**src/verilog/cmc_map.vh**
```
// constants for the cache mode control block
`ifndef CMC_MAP_VH
`define CMC_MAP_VH
`define CMC_CTRL_W 32
`define CMC_CD_BIT 30
`define CMC_NW_BIT 29
`define CMC_MODE_W 2
`define CMC_MODE_NORMAL 2'h0
`define CMC_MODE_NOFILL 2'h1
`define CMC_MESI_W 2
`define CMC_MESI_I 2'h0
`define CMC_MESI_S 2'h1
`define CMC_MESI_E 2'h2
`define CMC_MESI_M 2'h3
`define CMC_GP_CODE 16'h0000
`define CMC_CTRL_RST 32'h40000000
`endif

```
**src/verilog/cmc_mode_ctrl.v**
```verilog
// cache mode control: control flags, fault check and access policy
`timescale 1ns/10ps
//////////////////////////////////////////////////////////////////////////////
// Function
// - cache disable flag is bit 30, privileged write
// - flag clear: caching allowed, attributes may restrict
// - flag set: restrict line allocation
// - flag set: snoops still answered
// - flag set imposes no strict ordering
// - normal: read hit served, miss allocates
// - write hit updates cached line both modes
// - only shared writes and misses reach memory
// - normal: write miss fills line
// - normal shared write hit: modified plus invalidate
// - normal: invalidation and snoops serviced
// - disable 0 with no write 1 faults
// - disable 1 no write 0 is no-fill, reset
// - no-fill: read miss never allocates
// - two state bits encode line coherency
module cmc_mode_ctrl (
    input wire clock_i,
    input wire rst_b_i,
    input wire ctrl_wr_i,
    input wire ctrl_priv_i,
    input wire [31:0] ctrl_wdata_i,
    output wire ctrl_done_o,
    output reg [31:0] ctrl_rdata_o,
    output reg protection_fault_o,
    output reg [15:0] fault_code_o,
    input wire range_types_on_i,
    input wire acc_valid_i,
    input wire acc_rd_i,
    input wire acc_wr_i,
    input wire acc_hit_i,
    input wire acc_uncached_i,
    input wire [1:0] acc_line_state_i,
    output reg pol_valid_o,
    output reg pol_allocate_o,
    output reg pol_update_line_o,
    output reg pol_mem_write_o,
    output reg pol_rd_inval_o,
    output reg [1:0] pol_new_state_o,
    output reg strict_order_o,
    input wire snoop_valid_i,
    input wire snoop_inval_i,
    input wire [1:0] snoop_line_state_i,
    output reg snoop_ack_o,
    output reg snoop_hitm_o,
    output reg [1:0] snoop_new_state_o,
    output reg [1:0] mode_o
);
`include "cmc_map.vh"
//////////////////////////////////////////////////////////////////////////////
    reg rst_sync1_q;
    reg rst_sync2_q;
    wire rst_b;
    always @(posedge clock_i or negedge rst_b_i) begin
        if (!rst_b_i) begin
            rst_sync1_q <= 1'b0;
            rst_sync2_q <= 1'b0;
        end else begin
            rst_sync1_q <= 1'b1;
            rst_sync2_q <= rst_sync1_q;
        end
    end
    assign rst_b = rst_sync2_q;
//////////////////////////////////////////////////////////////////////////////
    reg [31:0] ctrl_q;
    reg [31:0] ctrl_d;
    reg fault_d;
    wire wr_cd;
    wire wr_nw;
    wire cd;
    wire nw;
    assign wr_cd = ctrl_wdata_i[`CMC_CD_BIT];
    assign wr_nw = ctrl_wdata_i[`CMC_NW_BIT];
    assign cd = ctrl_q[`CMC_CD_BIT];
    assign nw = ctrl_q[`CMC_NW_BIT];
    // write completes in the cycle it is taken
    assign ctrl_done_o = ctrl_wr_i;
    always @* begin
        ctrl_d = ctrl_q;
        fault_d = 1'b0;
        if (ctrl_wr_i) begin
            if (!ctrl_priv_i || (!wr_cd && wr_nw)) begin
                fault_d = 1'b1;
            end else begin
                ctrl_d = ctrl_wdata_i;
            end
        end
    end
    always @(posedge clock_i or negedge rst_b) begin
        if (!rst_b) begin
            ctrl_q <= `CMC_CTRL_RST;
            protection_fault_o <= 1'b0;
            fault_code_o <= `CMC_GP_CODE;
        end else begin
            ctrl_q <= ctrl_d;
            protection_fault_o <= fault_d;
            fault_code_o <= `CMC_GP_CODE;
        end
    end
    always @* begin
        ctrl_rdata_o = ctrl_q;
        mode_o = cd ? `CMC_MODE_NOFILL : `CMC_MODE_NORMAL;
    end
//////////////////////////////////////////////////////////////////////////////
    // mode sampled at issue so in-flight accesses keep the old one
    wire allocate;
    wire update_line;
    wire mem_write;
    wire rd_inval;
    wire [1:0] new_state;
    wire fill_ok;
    // an uncached miss must not claim a line state it never filled
    assign fill_ok = allocate && !acc_uncached_i;
    cmc_policy u_policy (
        .mode_i(mode_o),
        .rd_i(acc_rd_i),
        .wr_i(acc_wr_i),
        .hit_i(acc_hit_i),
        .line_state_i(acc_line_state_i),
        .allocate_o(allocate),
        .update_line_o(update_line),
        .mem_write_o(mem_write),
        .rd_inval_o(rd_inval),
        .new_state_o(new_state)
    );
    always @(posedge clock_i or negedge rst_b) begin
        if (!rst_b) begin
            pol_valid_o <= 1'b0;
            pol_allocate_o <= 1'b0;
            pol_update_line_o <= 1'b0;
            pol_mem_write_o <= 1'b0;
            pol_rd_inval_o <= 1'b0;
            pol_new_state_o <= `CMC_MESI_I;
            strict_order_o <= 1'b0;
        end else begin
            pol_valid_o <= acc_valid_i;
            // page and range attributes may still forbid a fill
            pol_allocate_o <= acc_valid_i && fill_ok;
            pol_update_line_o <= acc_valid_i && update_line;
            pol_mem_write_o <= acc_valid_i && mem_write;
            pol_rd_inval_o <= acc_valid_i && rd_inval;
            pol_new_state_o <= (acc_valid_i && !(acc_rd_i && !acc_hit_i && !fill_ok))
                ? new_state : acc_line_state_i;
            // disable flag alone never forces ordering
            strict_order_o <= !range_types_on_i || acc_uncached_i;
        end
    end
//////////////////////////////////////////////////////////////////////////////
    // snoops answered in every mode
    always @(posedge clock_i or negedge rst_b) begin
        if (!rst_b) begin
            snoop_ack_o <= 1'b0;
            snoop_hitm_o <= 1'b0;
            snoop_new_state_o <= `CMC_MESI_I;
        end else begin
            snoop_ack_o <= snoop_valid_i;
            snoop_hitm_o <= snoop_valid_i && (snoop_line_state_i == `CMC_MESI_M);
            if (snoop_inval_i || snoop_line_state_i == `CMC_MESI_I) begin
                snoop_new_state_o <= `CMC_MESI_I;
            end else begin
                snoop_new_state_o <= `CMC_MESI_S;
            end
        end
    end
endmodule // cmc_mode_ctrl

```
**src/verilog/cmc_policy.v**
```verilog
// per-access cache policy decode from mode and line state
`timescale 1ns/10ps
module cmc_policy (
    input wire [1:0] mode_i,
    input wire rd_i,
    input wire wr_i,
    input wire hit_i,
    input wire [1:0] line_state_i,
    output reg allocate_o,
    output reg update_line_o,
    output reg mem_write_o,
    output reg rd_inval_o,
    output reg [1:0] new_state_o
);
`include "cmc_map.vh"
    // mode test shared by the read-miss, write-hit and write-miss paths
    function is_normal;
        input [1:0] m;
        begin
            is_normal = (m == `CMC_MODE_NORMAL);
        end
    endfunction
    always @* begin
        allocate_o = 1'b0;
        update_line_o = 1'b0;
        mem_write_o = 1'b0;
        rd_inval_o = 1'b0;
        new_state_o = line_state_i;
        if (rd_i && !hit_i) begin
            allocate_o = is_normal(mode_i);
            if (is_normal(mode_i)) begin
                new_state_o = `CMC_MESI_E;
            end
        end
        if (wr_i && hit_i) begin
            update_line_o = 1'b1;
            mem_write_o = (line_state_i == `CMC_MESI_S);
            if (line_state_i == `CMC_MESI_E) begin
                new_state_o = `CMC_MESI_M;
            end
            if (line_state_i == `CMC_MESI_S && is_normal(mode_i)) begin
                new_state_o = `CMC_MESI_M;
                rd_inval_o = 1'b1;
            end
        end
        if (wr_i && !hit_i) begin
            mem_write_o = 1'b1;
            allocate_o = is_normal(mode_i);
        end
    end
endmodule // cmc_policy
```
**config.mk**
```make
export PLATFORM = sky130hd
export DESIGN_NAME = cmc_mode_ctrl
export DESIGN_NICKNAME = d
export VERILOG_FILES = /design/src/verilog/cmc_mode_ctrl.v /design/src/verilog/cmc_policy.v
export VERILOG_INCLUDE_DIRS = /design/src /design/src/verilog
export SDC_FILE = /design/constraint.sdc
export NUM_CORES = 1
export LEC_CHECK = 0
export BUFFER_PORTS_ARGS = -buffer_cell sky130_fd_sc_hd__buf_2
export CAP_MARGIN = 30
export CELL_PAD_IN_SITES_DETAIL_PLACEMENT = 1
export CELL_PAD_IN_SITES_GLOBAL_PLACEMENT = 1
export CORE_AREA = 2 2 84 86
export DETAILED_ROUTE_END_ITERATION = 16
export DIE_AREA = 0 0 86 88
export HOLD_SLACK_MARGIN = 0.1
export PLACE_DENSITY = 0.72
export SLEW_MARGIN = 0
export SYNTH_ARGS = -nofsm -noshare
export SYNTH_HDL_FRONTEND = slang
export SYNTH_SLANG_ARGS = --single-unit
```
**constraint.sdc**
```tcl
create_clock -name clock_i -period 1.6 [get_ports clock_i]
set_clock_uncertainty 0.15 [all_clocks]
set_input_delay 0.08 -clock clock_i [delete_from_list [all_inputs] [get_ports clock_i]]
set_output_delay 0.08 -clock clock_i [all_outputs]
set_load 0.01 [all_outputs]
```
### Word-level counts from Yosys, hierarchy flattened

Cells that the tools add are included.

* bitwise logic cells: 1
* equality and inequality tests: 3
* div/mod/pow operators: 0
* $lt $le $gt $ge: 0
* shifts and indexed selects: 0
* muxes and demuxes: 17
* add/sub/neg operators: 0
* multiply operators: 0
* reduce and logical (&&, ||, !) cells: 26

Operators by type and width (number)
* logical AND 1 bit: 13
* two-way mux 2 bit: 6
* two-way mux 1 bit: 11
* logical NOT 1 bit: 7
* equality test 2 bit, second input constant: 2
* logical NOT 2 bit: 2
* logical OR 1 bit: 3
* equality test 2 x 1 -> 1 bit, second input constant: 1
* AND reduction 2 bit: 1
* inverter 1 bit: 1

* RAM bits: 0
* register bits after elaboration: 46
* memories: 0
* ROM bits: 0
* latch bits: 0
* input port bits: 48
* word-level logic and storage cells: 61

### Logic depth before layout (Yosys ltp)

Gate-level depths: netlist of the first run.

* depth in word-level cells: 10
* mapped depth: 4

### By module

Synthesis of the first run repeated with hierarchy kept, for this count alone.

* cells, all modules: 132
* area, all modules: 2025.7 um^2

Modules (own cells, without submodules)
* cmc_mode_ctrl: area an instance 1935.6 um^2, cells each 119, times used 1
* cmc_policy: area an instance 90.1 um^2, cells each 13, times used 1

### Least setup slack after synthesis of the first run

No wires, ideal clock.

* path kind: reg2reg
* start: reg ctrl_q[30], in the netlist ctrl_rdata_o[30]
* end: reg pol_new_state_o[0]
* path slack: 0.325 ns
* required time: 1.330 ns
* data arrival time: 1.005 ns
* path buffers: 0
* stages on the path, launching flop included: 4
* cells stage by stage: dfstp_2 > nor4b_2 > a21oi_1 > a31o_2

* word-level cells in the longest chain between the ends: 10
* elaborated cells between the ends (all ways): 16
* classes of those cells: 9 x mux; 7 x reduce/logical

Ends and longest elaborated chain
* start: declaration: line cmc_mode_ctrl.v:68 `reg [31:0] ctrl_q;`
* start signal: assignment: line cmc_mode_ctrl.v:94 `` ctrl_q <= `CMC_CTRL_RST; ``
* start signal: assignment: line cmc_mode_ctrl.v:98 `ctrl_q <= ctrl_d;`
* two-way mux 1 bit (no source line) *
* logical NOT 2 bit (no source line) *
* two-way mux 1 bit: line cmc_policy.v:29 `if (rd_i && !hit_i) begin`
* two-way mux 1 bit: line cmc_policy.v:46 `if (wr_i && !hit_i) begin`
* logical AND 1 bit: line cmc_mode_ctrl.v:116 `assign fill_ok = allocate && !acc_uncached_i;`
* logical NOT 1 bit: line cmc_mode_ctrl.v:145 `pol_new_state_o <= (acc_valid_i && !(acc_rd_i && !acc_hit_i && !fill_ok))`
* logical AND 1 bit: line cmc_mode_ctrl.v:145
* logical NOT 1 bit: line cmc_mode_ctrl.v:145
* logical AND 1 bit: line cmc_mode_ctrl.v:145
* two-way mux 2 bit *: line cmc_mode_ctrl.v:146 `? new_state : acc_line_state_i;`
* end signal: assignment: line cmc_mode_ctrl.v:136 `` pol_new_state_o <= `CMC_MESI_I; ``
* end signal: assignment: line cmc_mode_ctrl.v:145
* end: declaration: line cmc_mode_ctrl.v:42 `output reg [1:0] pol_new_state_o,`

Every way passes the cells marked *; elsewhere a longest branch is shown, timed or not.
A chain may end at the register's enable or synchronous reset.

### Final worst setup path of the first run

* start: in ctrl_wdata_i[30]
* end: reg protection_fault_o

* word-level cells in the longest chain between the ends: 5

Ends and longest elaborated chain
* start: declaration: line cmc_mode_ctrl.v:25 `input wire [31:0] ctrl_wdata_i,`
* logical NOT 1 bit: line cmc_mode_ctrl.v:85 `if (!ctrl_priv_i || (!wr_cd && wr_nw)) begin`
* logical AND 1 bit: line cmc_mode_ctrl.v:85
* logical OR 1 bit: line cmc_mode_ctrl.v:85
* two-way mux 1 bit: line cmc_mode_ctrl.v:85
* two-way mux 1 bit: line cmc_mode_ctrl.v:84 `if (ctrl_wr_i) begin`
* named net fault_d: line cmc_mode_ctrl.v:70 `reg fault_d;`
* end signal: assignment: line cmc_mode_ctrl.v:99 `protection_fault_o <= fault_d;`
* end: declaration: line cmc_mode_ctrl.v:28 `output reg protection_fault_o,`

The timed path passes the listed nets, and every way through them passes these cells.

==> results.cfg, run 1 <==
[status]
status = completed

[synth]
synth_top_area_cell = dfrtp_1
synthArstFlopShare_pct = 100
synth_enable_flop_cells = 0
synth_cell_types = 22
synth_flop_cell = dfrtp_1
yosysWarnings = 0
ys_ff_latch = 46
yosys-top-cells-count = 45 x dfrtp_1, 30 x mux2_4, 20 x buf_4, 3 x a21oi_1, 3 x buf_6
avgSynthCellArea_sq_um = 15.9
synth_most_common_cell = dfrtp_1
synth_area_sq_um = 1950
ys_seq_area_share_pct = 59.0
synth_top_area_share_pct = 57.7
yosys-top-cells-area = dfrtp_1 58%, mux2_4 23%, buf_4 7.7%
syn_inst = 123

[clock_tree]
clkTransAtPathRegs_ns = 0.08
cts_root_buf = clkbuf_8
cts_buffers = 5
htreeDepth = 2
cts_tree = yes
cts.sinks = 46
insertion_delay_ns = 0.28
cts_buffer_depth = 2

[detailed_routing]
num_vias = 1466
wl_um = 5400
drt-vias-per-instance = 4.14
dr.pass1.iters = 3
ant_nets = 0
wire_per_inst_um = 15.2
drt-initial-drc-count = 32
drc_errors = 0

[global_route]
grt_usage_pct = 13.9
grt_pass1_vias = 1587
antenna_found_initial = 0
grt_max_degree = 26
grt_remaining_overflow = 0
grt_pass1_wl_um = 8000

[worst_setup_path]
cp_cell_sequence = dlygate4sd3_1 -> buf_2 -> nand2b_2 -> a21boi_1 -> dlygate4sd3_1
critical_path_class = in2reg
cp.arrival_ns = 1.64
required_ns = 1.68
rr_worst_depth = 3
cp-startpoint = ctrl_wdata_i[30]
r2r_start = ctrl_rdata_o[30]
critical_path.endpoint_type = flip-flop
cpLargestDelayFamily = buffers and inverters
critPathSlowestCell = dlygate4sd3_1
critPathLaunchType = primary input
cp_common_cell = dlygate4sd3_1
critical_path.max_stage_delay_ns = 0.55
critPathMaxFanout = 2
reg2reg_to = pol_new_state_o[0]
critPathBufInv = 3
reg2reg_slack_ns = 0.20

[worst_hold_path]
hold_class = reg2async

[power]
power_uw = 2850
cellLeakagePower_uw = 0.00163
power_density_nw_per_um2 = 926
peakVddDrop_mv = 0.336

[die]
die-area_sq_um = 7570
core.rowCount = 30
die_h_um = 88
coreArea_sq_um = 6640
fp.dieW_um = 86
io_pins = 112
initial_utilization_pct = 29.4

[timing]
fmax_ghz = 0.640
rsz0062_at_grt = true
hold_viol = 0
setup_viol = 0
finalCriticalPeriod_ns = 1.56
setup-tns-final_ns = 0
final_max_slew_viol_count = 0
timing.final.crit_share_pct = 97.7

[run]
max_cap_viol_count = 0

[placed_design]
place_hpwl_um = 3240
gp_congestion = 0.765
port_buffers = 93

[layout]
num_antenna_cells = 0
fin_nets = 322
fillers = 726
drive_above_1_share_pct = 51.8
area_growth_pct = 57.7
[through the flow]
stage,setup slack [ns],area (sq um),util (%),std cells,hold slack (ns)
2_1_floorplan,0.0767,2020,-,140,-0.366
3_3_place_gp,0.269,2440,36.7,294,-0.282
5_1_grt,-0.0282,3080,46.3,354,0.157
3_5_place_dp,0.241,2440,36.7,294,-0.281
6_report,0.0374,3080,46.3,354,0.113
4_1_cts,0.00300,3030,45.6,352,0.123
[state kept, by name (all words and copies together), names as in the netlist]
| name | count |
|---|---|
| ctrl_rdata_o | 32 |
| pol_new_state_o | 2 |
| pol_allocate_o | 1 |
| pol_mem_write_o | 1 |
| pol_rd_inval_o | 1 |
| pol_update_line_o | 1 |
| pol_valid_o | 1 |
| protection_fault_o | 1 |
| rst_b | 1 |
| rst_sync1_q | 1 |
| snoop_ack_o | 1 |
| snoop_hitm_o | 1 |
| snoop_new_state_o | 1 |
| strict_order_o | 1 |
[cells in the final DEF, fill, tap and decap left out, types with 2 or more instances in the layout]
cell type      netlist  final
inv_1                2      2
dlygate4sd3_1        0     51
clkbuf_8             0      5
nor2_1               2      2
a21oi_1              3      3
dfrtp_1             45     44
clkbuf_1             0      2
nand2b_1             2      2
mux2_2               2      2
conb_1               2     19
clkbuf_16            0      2
buf_4               20      3
buf_2                0     93
mux2_4              30     30
[what timing repair did]
action / in CTS / in global routing
gates resized for setup: 0 / 1
endpoints found under the hold margin: 46 / 0
buffers inserted: 0 / 0
endpoints found under the setup margin: 0 / 3
hold buffers: 51 / 0
[cell type report]
type | count | area [sq um] | share of cell area (%)
inverter | 2 | 7.51 | 0.244
tap | 80 | 100 | 3.25
clock buffer | 7 | 76.3 | 2.48
timing repair buffer | 150 | 1070 | 34.7
multi-input combinational | 69 | 672 | 21.8
sequential | 46 | 1150 | 37.5
[report_power, final]
part	total, uW	internal (uW)	leakage, uW	switching (uW)
clock network	659	301	0.0000383	357
registers	1420	1330	0.000547	91.4
logic	774	457	0.00104	316
total	2850	2090	0.00163	765
[worst max-delay path by stage]
stage          cells past startpoint                 end
2_1_floorplan                      0     ctrl_rdata_o[0]
3_3_place_gp                       5    ctrl_rdata_o[21]
3_5_place_dp                       5    ctrl_rdata_o[22]
4_1_cts                            6    ctrl_rdata_o[22]
5_1_grt                            5  protection_fault_o
6_report                           5  protection_fault_o
[logic make-up (layout without fill, tap and decap cells)]
| kind of cell | after synthesis | count (layout) | synth area share [%] |
|---|---|---|---|
| muxes | 32 | 32 | 24.2 |
| buffers and inverters | 25 | 159 | 9.81 |
| and+or+nand+nor | 11 | 11 | 4.17 |
| DFF | 46 | 46 | 59.0 |
| AOI/OAI and AO/OA | 7 | 7 | 2.37 |
| other | 2 | 19 | 0.385 |
[routing by layer]
metal	global-route usage, %	share of wire [%]
met5	0	0
met4	6.35	2.5
met3	3.02	4.5
met2	27.0	57
met1	14.2	36
Note: power is estimated with default switching activity, not from simulation.
==> run 2: changes to the inputs <==
BUFFER_PORTS_ARGS = -buffer_cell sky130_fd_sc_hd__clkbuf_2   (was -buffer_cell sky130_fd_sc_hd__buf_2)
==> run 2 against run 1 <==
Clock-buffer cell count grew 1. Sequential power about the same. Utilization down 0.19 points. Total power about the same. Combinational power decreased by 1%.
==> results.cfg, run 2 (synthesis results as in run 1) <==
[detailed_routing]
drt-vias-per-instance = 4.17
wl_um = 5160
num_vias = 1475
drc_errors = 0
dr.pass1.iters = 4
wire_per_inst_um = 14.6
ant_nets = 0
drt-initial-drc-count = 25

[clock_tree]
htreeDepth = 2
clkTransAtPathRegs_ns = 0.08
cts_buffer_depth = 2
cts_buffers = 5
cts_setup_buffers = 0
insertion_delay_ns = 0.28
cts.sinks = 46
cts_root_buf = clkbuf_8
cts_tree = yes

[layout]
fin_cells = 354
drive_above_1_share_pct = 52.6
final_core_util_pct = 46.1
num_antenna_cells = 0
largest_reg_flops = 32
fin_nets = 321
final_cell_mix = 92 x clkbuf_2, 52 x dlygate4sd3_1, 44 x dfrtp_1, 30 x mux2_4, 19 x conb_1
area_growth_pct = 57.1
layout_commonest_cell = clkbuf_2

[placed_design]
port_buffers = 93
dpl.cell_count = 294
place_hpwl_um = 3220
gp_congestion = 0.760

[global_route]
grt_remaining_overflow = 0
grt_use_met1_pct = 14.1
grt_max_degree = 26
busiest_layer = met2
grt_pass1_vias = 1608
grt_use_met2_pct = 26.6
antenna_found_initial = 0
grt_util_met3_pct = 2.45
grt_usage_pct = 13.7
grt_pass1_wl_um = 7910

[worst_setup_path]
critical_path_class = in2reg
critical_path.endpoint_type = flip-flop
critPathMaxFanout = 3
required_ns = 1.68
r2r_start = ctrl_rdata_o[30]
cp.arrival_ns = 1.65
cpLargestDelayFamily = buffers and inverters
cp_cell_sequence = dlygate4sd3_1 -> clkbuf_2 -> nand2b_4 -> a21oi_2 -> dlygate4sd3_1
reg2reg_to = pol_rd_inval_o
rr_worst_depth = 2
critPathBufInv = 3
cp_common_cell = dlygate4sd3_1
critical_path.max_stage_delay_ns = 0.57
critPathSlowestCell = dlygate4sd3_1
reg2reg_slack_ns = 0.10
critPathLaunchType = primary input

[timing]
timing.final.crit_share_pct = 98.4
rsz0062_at_grt = false
finalCriticalPeriod_ns = 1.57
final_max_slew_viol_count = 0
hold_viol = 0
fmax_ghz = 0.635
setup-tns-final_ns = 0
setup_viol = 0

[power]
power_density_nw_per_um2 = 930
peakVddDrop_mv = 0.321
cellLeakagePower_uw = 0.00163

[worst_hold_path]
hold_class = reg2async

[die]
initial_utilization_pct = 29.4
io_pins = 112
fp.dieW_um = 86
core.rowCount = 30
coreArea_sq_um = 6640
die_h_um = 88
die-area_sq_um = 7570

[run]
max_cap_viol_count = 0

[status]
status = completed
==> run 2: worst max-delay path by stage <==
stage | startpoint | endpoint | slack, ns | depth (start not counted)
final | acc_line_state_i[1] | pol_mem_write_o | 0.03 | 5
after global routing | acc_hit_i | pol_rd_inval_o | 0.02 | 5
after CTS | acc_line_state_i[1] | pol_mem_write_o | 0.07 | 5
after detailed placement | ctrl_wdata_i[30] | ctrl_rdata_o[21] | 0.25 | 5
after global placement | ctrl_wdata_i[30] | ctrl_rdata_o[21] | 0.28 | 5
after floorplan | rst_b | ctrl_rdata_o[0] | 0.08 | 0
==> run 2: timing repair <==
item / 4_1_cts / 5_1_grt
hold buffers: 52 / 0
gates resized for setup: 0 / 6
hold endpoints to repair: 46 / 0
setup endpoints to repair: 0 / 2
==> run 2: through the flow <==
step / setup WS (ns) / hold slack (ns) / area, sq um / total power (uW)
global placement: 0.277 / -0.281 / 2440 / 2080
floorplan: 0.0767 / -0.366 / 2020 / 1850
global route: 0.0171 / 0.132 / 3070 / 3020
finish: 0.0257 / 0.102 / 3070 / 2850
CTS: 0.0665 / 0.116 / 3040 / 2890
detailed placement: 0.245 / -0.282 / 2440 / 2110
==> run 2: per-layer routing <==
metal	wire, um	part of all wire (%)
met5	0	0
met4	114	2.2
met3	246	4.8
met2	2980	58
met1	1810	35
==> run 2: cell type report <==
type	instances	area, sq um
multi-input cells	69	693
fillers	705	3580
well taps	80	100
clock buffers	8	80.1
flip-flops and latches	46	1150
repair buffers	149	1030
inverters	2	7.51
==> run 2: power breakdown <==
group	internal, uW	total (uW)	switching [uW]
sequential	1330	1430	98.9
combinational	446	764	317
clock	311	662	351
==> run 3: changes to the inputs <==
CORE_AREA = 2 2 77 79   (was 2 2 84 86)
DIE_AREA = 0 0 79 81   (was 0 0 86 88)
PLACE_DENSITY = 0.81   (was 0.72)
clock period = 1.9 ns   (was 1.6 ns; I/O delays follow)
==> run 3 against run 2 <==
Total power decreased by 9.1%. Register-to-register slack improved by 0.02 ns. Utilization increased by 8.5 points. Flip-flop and latch count unchanged. Via count increased by 1.7%. Clock power increased by 11%. Critical path type unchanged. Combinational power decreased by 16%. Non-clock buffer count increased by 1. Setup slack improved by 0.035 ns. Final area increased by 1.2%. Highest routed layer unchanged. Die area decreased by 15%.
==> results.cfg, run 3 (synthesis results as in run 1) <==
[timing]
setup_viol = 0
hold_viol = 0
rsz0062_at_grt = false
timing.final.crit_share_pct = 96.8
fmax_ghz = 0.544
final_max_slew_viol_count = 0
worst_slack_ns = 0.0610
setup-tns-final_ns = 0
finalCriticalPeriod_ns = 1.84

[global_route]
grt_usage_pct = 16.7
grt_remaining_overflow = 0
grt_pass1_wl_um = 7980
grt_pass1_vias = 1629
grt_max_degree = 26
antenna_found_initial = 0

[clock_tree]
clkTransAtPathRegs_ns = 0.09
cts_buffers = 5
cts.sinks = 46
cts_tree = yes
cts_buffer_depth = 2
insertion_delay_ns = 0.29
htreeDepth = 2
cts_root_buf = clkbuf_8

[layout]
layout_commonest_cell = clkbuf_2
fillers = 624
finalInstanceArea_sq_um = 3100
num_antenna_cells = 0
final_cell_mix = 93 x clkbuf_2, 54 x dlygate4sd3_1, 44 x dfrtp_1, 30 x mux2_4, 19 x conb_1
area_growth_pct = 58.9
seq_area_sq_um = 1150
largest_reg_flops = 32
fin_cells = 349
fin_nets = 322
multi_input_area_sq_um = 681
drive_above_1_share_pct = 51.5

[placed_design]
place_ws_ns = 0.379
dpl.cell_count = 288
gp_congestion = 0.696
port_buffers = 93
dpl_cell_area_sq_um = 2440
place_hpwl_um = 3380

[detailed_routing]
ant_nets = 0
wl_um = 5400
num_vias = 1500
dr.pass1.iters = 4
drt-vias-per-instance = 4.30
wire_per_inst_um = 15.5
drt-initial-drc-count = 24
drc_errors = 0

[worst_setup_path]
critical_path_class = in2reg
critPathSlowestCell = dlygate4sd3_1
critPathLaunchType = primary input
critPathMaxFanout = 3
required_ns = 1.94
cp_cell_sequence = dlygate4sd3_1 -> clkbuf_2 -> nor4b_4 -> a21oi_1 -> dlygate4sd3_1 -> o31ai_1
reg2reg_slack_ns = 0.12
cp_common_cell = dlygate4sd3_1
critical_path.endpoint_type = flip-flop
critical_path.max_stage_delay_ns = 0.57
cp.arrival_ns = 1.88

[die]
die-area_sq_um = 6400
io_pins = 112
coreArea_sq_um = 5680
initial_utilization_pct = 34.4
core.rowCount = 28
fp.dieW_um = 79
die_h_um = 81

[status]
status = completed

[power]
power_density_nw_per_um2 = 836
peakVddDrop_mv = 0.428
cellLeakagePower_uw = 0.00166

[worst_hold_path]
hold_class = reg2async

[run]
max_cap_viol_count = 0
[run 3: worst max-delay path, delay by kind of cell]
family / cells / cell delay, ns
buffers and inverters: 3 / 1.24
AOI/OAI and AO/OA: 2 / 0.21
and+or+nand+nor: 1 / 0.33
[run 3: metal layers]
| layer | vias to the layer above | global-route usage, % | wire [um] |
|---|---|---|---|
| met1 | 752 | 17.6 | 1910 |
| met2 | 63 | 31.5 | 3060 |
| li1 | 675 | - | - |
| met4 | 0 | 7.76 | 140 |
| met3 | 10 | 3.56 | 290 |
| met5 | - | 0 | 0 |
[run 3: through the flow]
stage / hold slack [ns] / total power [uW] / util [%]
finish: 0.0796 / 2590 / 54.7
detailed placement: -0.268 / 1780 / 43.0
floorplan: -0.351 / 1560 / -
CTS: 0.102 / 2600 / 54.5
global placement: -0.267 / 1750 / 43.0
global route: 0.126 / 2710 / 54.7
[run 3: worst paths after layout]
path                                  start                 end  depth (start not counted)
hold reg to reg                       rst_b    ctrl_rdata_o[29]                          0
hold / removal                        rst_b    ctrl_rdata_o[29]                          0
setup reg to reg           ctrl_rdata_o[30]  pol_new_state_o[1]                          4
max in group asynchronous           rst_b_i               rst_b                          3
min in group clock_i            rst_sync1_q               rst_b                          0
setup / recovery             acc_uncached_i  pol_new_state_o[1]                          6
[run 3: final cells by class]
class                           instances  area share (%)
Inverter                                2           0.242
Tap cell                               75            3.03
Sequential cell                        46            37.2
Multi-Input combinational cell         69            21.9
Timing Repair Buffer                  150            34.0
Clock buffer                            6            2.66
Clock inverter                          1           0.968
[run 3: timing repair]
item	4_1_cts	5_1_grt
endpoints found under the setup margin	0	1
hold buffers	54	0
gates resized for setup	0	1
setup buffers	0	0
hold endpoints to repair	46	0
[run 3: power by group]
part           total, uW  internal (uW)  switching, uW
registers           1220           1120           97.8
clock network        732            421            311
logic                644            379            265
